[config.mk]
export PLATFORM = sky130hd
export DESIGN_NAME = dskip_exec
export DESIGN_NICKNAME = d
export VERILOG_FILES = /design/src/rtl/dskip_pkg.sv /design/src/rtl/dskip_addr_if.sv /design/src/rtl/dskip_exec.sv /design/src/rtl/dskip_addr_form.sv
export SDC_FILE = /design/constraint.sdc
export NUM_CORES = 1
export LEC_CHECK = 0
export BUFFER_PORTS_ARGS = -buffer_cell sky130_fd_sc_hd__buf_2
export CORE_AREA = 2 2 72 74
export DETAILED_ROUTE_END_ITERATION = 8
export DIE_AREA = 0 0 74 76
export PLACE_DENSITY = 0.77
export SLEW_MARGIN = 20
export SYNTH_ARGS = -nofsm -noshare
export SYNTH_HDL_FRONTEND = slang
export SYNTH_SLANG_ARGS = --single-unit
[constraint.sdc]
create_clock -name clk -period 2.6 [get_ports clk]
set_input_delay 0.13 -clock clk [delete_from_list [all_inputs] [get_ports clk]]
set_output_delay 0.13 -clock clk [all_outputs]
set_load 0.01 [all_outputs]
[src/rtl/dskip_pkg.sv]
// Shared constants and types for the decrement-and-skip execution block
package dskip_pkg;

  // ***************************************************************
  // Widths
  // ***************************************************************
  localparam int unsigned DATA_W = 8;
  localparam int unsigned FILE_W = 8;
  localparam int unsigned BANK_W = 4;
  localparam int unsigned ADDR_W = 12;

  // ***************************************************************
  // Addressing constants
  // ***************************************************************
  localparam logic [FILE_W-1:0] INDEXED_MAX_F   = 8'h5F;  // Highest offset for indexed mode
  localparam logic [FILE_W-1:0] ACCESS_SPLIT_F  = 8'h60;  // Access bank low/high split
  localparam logic [BANK_W-1:0] ACCESS_LO_BANK  = 4'h0;   // Low half of access bank
  localparam logic [BANK_W-1:0] ACCESS_HI_BANK  = 4'hF;   // High half of access bank
  localparam logic              DEST_ACC        = 1'b0;   // Result to accumulator
  localparam logic              DEST_FILE       = 1'b1;   // Result back to file register
  localparam logic              BANK_ACCESS     = 1'b0;   // Operand in access bank
  localparam logic              BANK_SELECTED   = 1'b1;   // Operand in selected bank

  // ***************************************************************
  // Cycle costs
  // ***************************************************************
  localparam logic [1:0] CYCLES_NO_SKIP  = 2'd1;
  localparam logic [1:0] CYCLES_SKIP     = 2'd2;
  localparam logic [1:0] CYCLES_SKIP_TWO = 2'd3;

  // ***************************************************************
  // Types
  // ***************************************************************
  typedef enum logic [3:0]
  {
    ST_IDLE  = 4'b0001,
    ST_READ  = 4'b0010,
    ST_EXEC  = 4'b0100,
    ST_SKIP  = 4'b1000
  } dskip_state_t;

  typedef enum logic
  {
    VAR_SKIP_ZERO    = 1'b0,
    VAR_SKIP_NONZERO = 1'b1
  } dskip_variant_t;

endpackage

[src/rtl/dskip_addr_if.sv]
// Operand addressing signals between the executor and its address former
`timescale 1ns/1ps
interface dskip_addr_if;
  logic [dskip_pkg::FILE_W-1:0] file_addr;
  logic                         bank_bit;
  logic [dskip_pkg::BANK_W-1:0] bank_sel;
  logic                         ext_en;
  logic [dskip_pkg::ADDR_W-1:0] index_base;
  logic [dskip_pkg::ADDR_W-1:0] data_addr;
  logic                         indexed;

  modport exec
  (
    output file_addr,
    output bank_bit,
    output bank_sel,
    output ext_en,
    output index_base,
    input  data_addr,
    input  indexed
  );

  modport former
  (
    input  file_addr,
    input  bank_bit,
    input  bank_sel,
    input  ext_en,
    input  index_base,
    output data_addr,
    output indexed
  );
endinterface

[src/rtl/dskip_exec.sv]
// Execution of decrement-and-skip-if-zero / decrement-and-skip-if-nonzero
// Notes on behaviour
// - Read the addressed file register and subtract one to form the result.
// - Destination bit 0 writes the accumulator; 1 writes back to the file register.
// - Skip-if-zero variant discards the fetched next instruction when the result is zero.
// - Skip-if-nonzero variant discards the fetched next instruction on a nonzero result.
// - One cycle without skip, two cycles when a skip discards a one-word instruction, three when it discards a two-word one.
// - Bank bit 0 uses the access bank; 1 uses the bank select register.
// - Bank bit 0, extended set on, address up to 95 selects indexed literal offset.
`timescale 1ns/1ps
module dskip_exec
(
  input  wire logic                         clk,          // Core clock, 40 MHz
  input  wire logic                         rst,          // Synchronous reset, active high
  input  wire logic                         start,        // Decoded instruction valid, pulse
  input  wire dskip_pkg::dskip_variant_t    variant,      // Zero or nonzero skip variant
  input  wire logic [dskip_pkg::FILE_W-1:0] file_addr,    // 8-bit file operand
  input  wire logic                         dest_bit,     // Destination select
  input  wire logic                         bank_bit,     // Bank access select
  input  wire logic [dskip_pkg::BANK_W-1:0] bank_select_register, // Current bank
  input  wire logic                         ext_en,       // Extended instruction set enabled
  input  wire logic [dskip_pkg::ADDR_W-1:0] index_base,   // Base for indexed literal offset
  input  wire logic                         next_two_word, // Fetched next is two words
  input  wire logic [dskip_pkg::DATA_W-1:0] mem_rdata,    // Data memory read data, 1 cycle
  output logic                              busy,         // Instruction in progress
  output logic                              mem_rd,       // Data memory read strobe
  output logic                              mem_wr,       // Data memory write strobe
  output logic [dskip_pkg::ADDR_W-1:0]      mem_addr,     // Data memory address
  output logic [dskip_pkg::DATA_W-1:0]      mem_wdata,    // Data memory write data
  output logic                              acc_we,       // Accumulator write strobe
  output logic [dskip_pkg::DATA_W-1:0]      acc_wdata,    // Accumulator write data
  output logic                              discard,      // Replace fetched word by no-op
  output logic                              done,         // Instruction retired, pulse
  output logic [1:0]                        cycles_used,  // Cycle cost of last instruction
  output logic                              skipped,      // Last instruction skipped
  output logic                              indexed_used  // Last operand used indexed mode
);

  // ***************************************************************
  // Signals
  // ***************************************************************
  dskip_pkg::dskip_state_t        state_reg;
  dskip_pkg::dskip_state_t        state_next;
  dskip_pkg::dskip_variant_t      variant_reg;
  logic                           dest_reg;
  logic                           two_word_reg;
  logic [dskip_pkg::ADDR_W-1:0]   addr_reg;
  logic                           indexed_reg;
  logic [dskip_pkg::DATA_W-1:0]   result;
  logic                           take_skip;
  logic [1:0]                     skip_left_reg;
  logic [1:0]                     cost_reg;

  dskip_addr_if ai ();

  // ***************************************************************
  // Address former
  // ***************************************************************
  assign ai.file_addr  = file_addr;
  assign ai.bank_bit   = bank_bit;
  assign ai.bank_sel   = bank_select_register;
  assign ai.ext_en     = ext_en;
  assign ai.index_base = index_base;

  dskip_addr_form u_addr_form
  (
    .ai (ai.former)
  );

  // ***************************************************************
  // Result and skip decision
  // ***************************************************************
  // Result comes straight from the returned read data in the execute cycle
  assign result    = mem_rdata - 8'h01;
  assign take_skip = (variant_reg == dskip_pkg::VAR_SKIP_ZERO)
                     ? (result == 8'h00)
                     : (result != 8'h00);

  // ***************************************************************
  // Sequencer
  // ***************************************************************
  // Next state: each skipped program word costs one further cycle
  always_comb
  begin
    state_next = state_reg;
    unique case (state_reg)
      dskip_pkg::ST_IDLE:
      begin
        if (start)
        begin
          state_next = dskip_pkg::ST_READ;
        end
      end
      dskip_pkg::ST_READ:
      begin
        state_next = dskip_pkg::ST_EXEC;
      end
      dskip_pkg::ST_EXEC:
      begin
        state_next = take_skip ? dskip_pkg::ST_SKIP : dskip_pkg::ST_IDLE;
      end
      dskip_pkg::ST_SKIP:
      begin
        if (skip_left_reg == 2'd1)
        begin
          state_next = dskip_pkg::ST_IDLE;
        end
      end
      default:
      begin
        state_next = dskip_pkg::ST_IDLE;
      end
    endcase
  end

  // State register
  always_ff @(posedge clk)
  begin
    if (rst)
    begin
      state_reg <= dskip_pkg::ST_IDLE;
    end
    else
    begin
      state_reg <= state_next;
    end
  end

  // Capture decoded fields; operand address is frozen so bank changes mid-flight are harmless
  always_ff @(posedge clk)
  begin
    if (rst)
    begin
      variant_reg  <= dskip_pkg::VAR_SKIP_ZERO;
      dest_reg     <= dskip_pkg::DEST_FILE;
      two_word_reg <= 1'b0;
      addr_reg     <= '0;
      indexed_reg  <= 1'b0;
    end
    else if ((state_reg == dskip_pkg::ST_IDLE) && start)
    begin
      variant_reg  <= variant;
      dest_reg     <= dest_bit;
      two_word_reg <= next_two_word;
      addr_reg     <= ai.data_addr;
      indexed_reg  <= ai.indexed;
    end
  end

  // Count of skip cycles still owed
  always_ff @(posedge clk)
  begin
    if (rst)
    begin
      skip_left_reg <= 2'd0;
    end
    else if ((state_reg == dskip_pkg::ST_EXEC) && take_skip)
    begin
      skip_left_reg <= two_word_reg ? 2'd2 : 2'd1;
    end
    else if (state_reg == dskip_pkg::ST_SKIP)
    begin
      skip_left_reg <= skip_left_reg - 2'd1;
    end
  end

  // ***************************************************************
  // Memory and accumulator writes
  // ***************************************************************
  // Strobes and data registered; write lands one cycle after execute
  always_ff @(posedge clk)
  begin
    if (rst)
    begin
      mem_rd    <= 1'b0;
      mem_wr    <= 1'b0;
      mem_addr  <= '0;
      mem_wdata <= '0;
      acc_we    <= 1'b0;
      acc_wdata <= '0;
    end
    else
    begin
      mem_rd <= (state_reg == dskip_pkg::ST_IDLE) && start;
      mem_wr <= (state_reg == dskip_pkg::ST_EXEC) && (dest_reg == dskip_pkg::DEST_FILE);
      acc_we <= (state_reg == dskip_pkg::ST_EXEC) && (dest_reg == dskip_pkg::DEST_ACC);
      if ((state_reg == dskip_pkg::ST_IDLE) && start)
      begin
        mem_addr <= ai.data_addr;
      end
      else
      begin
        mem_addr <= addr_reg;
      end
      if (state_reg == dskip_pkg::ST_EXEC)
      begin
        mem_wdata <= result;
        acc_wdata <= result;
      end
    end
  end

  // ***************************************************************
  // Skip, cost and completion
  // ***************************************************************
  // Discard covers every skip cycle so the fetch side drops each word
  always_ff @(posedge clk)
  begin
    if (rst)
    begin
      discard <= 1'b0;
    end
    else
    begin
      discard <= ((state_reg == dskip_pkg::ST_EXEC) && take_skip)
                 || ((state_reg == dskip_pkg::ST_SKIP) && (skip_left_reg == 2'd2));
    end
  end

  // Cost of the instruction in progress
  always_ff @(posedge clk)
  begin
    if (rst)
    begin
      cost_reg <= dskip_pkg::CYCLES_NO_SKIP;
    end
    else if (state_reg == dskip_pkg::ST_EXEC)
    begin
      cost_reg <= !take_skip ? dskip_pkg::CYCLES_NO_SKIP
                : two_word_reg ? dskip_pkg::CYCLES_SKIP_TWO
                : dskip_pkg::CYCLES_SKIP;
    end
  end

  // Retire: done pulse and sticky summary of the last instruction
  always_ff @(posedge clk)
  begin
    if (rst)
    begin
      done         <= 1'b0;
      cycles_used  <= '0;
      skipped      <= 1'b0;
      indexed_used <= 1'b0;
    end
    else
    begin
      done <= ((state_reg == dskip_pkg::ST_EXEC) && !take_skip)
              || ((state_reg == dskip_pkg::ST_SKIP) && (skip_left_reg == 2'd1));
      if ((state_reg == dskip_pkg::ST_EXEC) && !take_skip)
      begin
        cycles_used  <= dskip_pkg::CYCLES_NO_SKIP;
        skipped      <= 1'b0;
        indexed_used <= indexed_reg;
      end
      else if ((state_reg == dskip_pkg::ST_SKIP) && (skip_left_reg == 2'd1))
      begin
        cycles_used  <= cost_reg;
        skipped      <= 1'b1;
        indexed_used <= indexed_reg;
      end
    end
  end

  // Busy is combinational so decode sees it in the start cycle's successor
  assign busy = (state_reg != dskip_pkg::ST_IDLE);

endmodule

[src/rtl/dskip_addr_form.sv]
// Forms the data memory address of the file operand
`timescale 1ns/1ps
module dskip_addr_form
(
  dskip_addr_if.former ai  // Addressing request and result
);

  // ***************************************************************
  // Address selection
  // ***************************************************************
  // Indexed mode only reaches the low part of the access bank window
  always_comb
  begin
    ai.indexed = (ai.bank_bit == dskip_pkg::BANK_ACCESS) && ai.ext_en
                 && (ai.file_addr <= dskip_pkg::INDEXED_MAX_F);
    if (ai.bank_bit == dskip_pkg::BANK_SELECTED)
    begin
      ai.data_addr = {ai.bank_sel, ai.file_addr};
    end
    else if (ai.indexed)
    begin
      ai.data_addr = ai.index_base + {4'h0, ai.file_addr};
    end
    else if (ai.file_addr < dskip_pkg::ACCESS_SPLIT_F)
    begin
      ai.data_addr = {dskip_pkg::ACCESS_LO_BANK, ai.file_addr};
    end
    else
    begin
      ai.data_addr = {dskip_pkg::ACCESS_HI_BANK, ai.file_addr};
    end
  end

endmodule

==> summary.txt <==
Synth
  – Post-synthesis sequential area ratio: a little over a third
  – Asr flop ratio synth: 0%
  – Cells after Synth: 281
  – Synth top area cells: dfxtp_1 35%, ha_1 6.5%, nor2_1 5.7%
  – Synth warnings: 0
  – Post-Syn Area: 0.00232 mm2
  – Area leader, netlist: dfxtp_1
  – Post-Syn Area per Cell: a little over 8 um2
  – Top-area cell type share of the netlist area: 35.3%
  – Count leader, synth: dfxtp_1
  – Top_reg_cell synth: dfxtp_1
  – Mapped Nets: between 300 and 400
  – Post-synth EDFFs: 0
  – Synth unique cells: 48
  – Seq cells post-synth: 41
  – Top cells by count, synth: 41 x dfxtp_1, 35 x nor2_1, 24 x nand2_1

Placement
  – Post-DP HPWL: between 3 and 4 mm
  – Placer Congestion: 0.828
  – I/O Buffers: 77
  – Pre-CTS WS: 0.320 ns
  – Placed Area: 0.00274 mm2
  – # placed instances: 413

Die
  – Die ar.: 0.00562 mm2
  – Total core area: 0.00491 mm2
  – Top-Level Pins: slightly below 80
  – # rows: 26
  – Die height: 76 um
  – Chip Width: 74 um
  – Initial core utilization: 47.3%

Setup path
  – Setup Crit Path Kind: primary input to flip-flop
  – Worst EP arrival: about 2.2 ns
  – Reg-to-reg startpoint: state_reg[0]
  – Worst R2R Path Depth: 7
  – CP Cell Sequence: buf_2 > inv_1 > ha_1 > or4b_4 > xnor2_1 > nor3_1 > o2111a_2 > xor2_2 > a21oi_1 > a311oi_1
  – CP endpoint kind: flip-flop
  – R2R Path End: mem_addr[8]
  – Startpoint class of the critical path: primary input
  – Max incr delay on CP: 0.50 ns
  – CP max stage cell: or4b_4
  – Worst Setup EP: skip_left_reg[0]
  – Critical path depth: 10
  – Crit path max fanout: 5
  – CP delay by family, top: compound AO/OA/AOI/OAI gates
  – Sum of buffers and inverters on the critical path: 2
  – WP data required: ~2.8 ns
  – Worst R2R Setup Slack: between 0.7 and 0.8 ns
  – Crit path from: mem_rdata[1]

STA
  – Final hold viol count: 0
  – Post-route worst setup slack: 0.628 ns
  – Worst-Margin Slew: 0.471 ns
  – Max Clock Skew: 0.00758 ns
  – Max Transition Viols Final: 0
  – Max frequency: 0.507 GHz
  – Time the worst path needs with I/O delays and setup: 1.97 ns
  – Setup TNS: 0 ns
  – Worst rel slew slack: 68.6%
  – RSZ-0062 raised after global routing: false
  – Finish-stage setup viols: 0
  – Final Cycle Share: around three quarters

Detailed routing
  – Vias per cell: 5.08
  – Drc violations: 0
  – Final wirelength: between 4 and 5 mm
  – Drt initial violations: 77
  – First-pass DRT Iterations: 4
  – Avg WL per Cell: 11.4 um
  – Routed vias: 2140
  – Detail Route Antenna Nets: 0

Final layout
  – Final Non-Filler Cells: 421
  – Final #Nets: 403
  – Layout cells sized above 1: 27.9%
  – Post-route cell area: 0.00282 mm2
  – Max reg flops: 12
  – # diodes: 0
  – Fillers: 450
  – Area growth syn-to-layout: 21.5%

Clocking
  – Worst-skew pair later-pin latency: 0.29 ns
  – Max Buffers Root-to-Sink: 2
  – Post-CTS Setup Bufs: 0
  – Post-CTS Resized: 0
  – Clk sinks: between 40 and 50
  – Clock Root Buffer: clkbuf_8
  – CTS Buf Count: 5
  – Hold-fix buffers, CTS: 0
  – H-tree Lvls: 2
  – Clock transition at path regs: 0.08 ns
  – TritonCTS clock tree: built

Power
  – NetSw: 0.384 mW
  – Clock power frac: 30.0%
  – Sequential fraction of design power: 50.1%
  – Combinational fraction of design power: around a fifth
  – P_leak: 1.27 nW
  – Final Power: 1.34 mW
  – Peak supply drop: approximately 0.2 mV
  – PD cells: 476 mW/mm2
  – P_int: 0.959 mW
  – Sw Ratio: around 29%

GRT
  – Vias in the first global route: 1962
  – Total congestion overflow: 0
  – Initial antenna violation count: 0
  – Global-route wire length before repair: 8.38 mm
  – Pin count of the biggest net entering global routing: 27
  – Tot GR Track Use: 18.3%

Run status
  – Status: finished clean

Hold path
  – Hold Crit Class: primary input to flip-flop

Job
  – Max-cap viol count: 0
==> layer usage <==
metal	share of wire [%]	wire [um]	GRT usage (%)	vias to the layer above
li1	-	-	-	1120
met1	43	2090	21.1	952
met2	50	2400	33.0	62
met3	5.9	285	4.63	6
met4	0.87	42	4.36	0
met5	0	0	0	-
==> worst min-delay path by stage <==
| stage | startpoint | endpoint | slack (ns) | cells past startpoint |
|---|---|---|---|---|
| floorplan | mem_rdata[0] | acc_wdata[0] | 0.23 | 1 |
| global placement | dest_bit | dest_reg | 0.35 | 3 |
| detailed placement | dest_bit | dest_reg | 0.35 | 3 |
| CTS | dest_bit | dest_reg | 0.04 | 3 |
| global route | dest_bit | dest_reg | 0.05 | 3 |
| finish | dest_bit | dest_reg | 0.05 | 3 |
==> logic make-up after synthesis <==
kind of cell    Yosys count  synth area share, %
flops                    41                 35.3
compound gates           63                 18.1
simple gates            113                 25.6
fa+ha+maj                13                 7.32
xor+xnor                 11                 4.79
mux                       4                 1.72
buf+inv                  36                 7.11
==> worst reg2reg max path: stages, from the launching register on <==
cell and delay [ns]:
dfxtp_1 0.46, nor4b_1 0.41, and2_0 0.19, buf_4 0.24, o21bai_1 0.14, nor3_1 0.15
mux2i_1 0.10, o21ai_0 0.07
==> layout make-up <==
cell class                 count  area, um2  area share (%)
clock buffer                   5       68.8            2.44
clock inverter                 3       17.5           0.620
inverter                      16       60.1            2.13
multi-input combinational    204       1350            47.7
sequential                    41        821            29.1
tap                           70       87.6            3.10
timing repair buffer          82        423            15.0
==> cells in the final DEF, fill, tap and decap left out, types with 2 or more instances in the layout <==
cell type  count
a211oi_1      11
a21o_1         2
a21oi_1       19
a311oi_1       6
and2_0         2
and3_1         2
buf_2         77
buf_4          5
clkbuf_8       5
clkinv_2       2
dfxtp_1       41
ha_1          12
inv_1         16
mux2i_1        4
nand2_1       24
nand2b_1       3
nand3_1        2
nand3b_1       4
nor2_1        35
nor2b_1        5
nor3_1        19
nor3b_1        4
nor4b_1        2
o21a_1         3
o21ai_0       10
o21bai_1       3
or3_1          2
xnor2_1        8
==> metrics by stage <==
stage / util, % / hold slack [ns]
2_1_floorplan: - / 0.226
3_3_place_gp: 55.7 / 0.350
3_5_place_dp: 55.7 / 0.355
4_1_cts: 57.5 / 0.0431
5_1_grt: 57.5 / 0.0522
6_report: 57.5 / 0.0472
==> power by group through the flow <==
| stage | clock network, mW | logic, mW | registers, mW |
|---|---|---|---|
| detailed placement | 0 | 0.269 | 0.688 |
| global route | 0.448 | 0.302 | 0.678 |
| CTS | 0.421 | 0.270 | 0.673 |
| global placement | 0 | 0.263 | 0.687 |
| floorplan | 0 | 0.162 | 0.695 |
| finish | 0.402 | 0.268 | 0.673 |
Note: power is estimated with default switching activity, not from simulation.
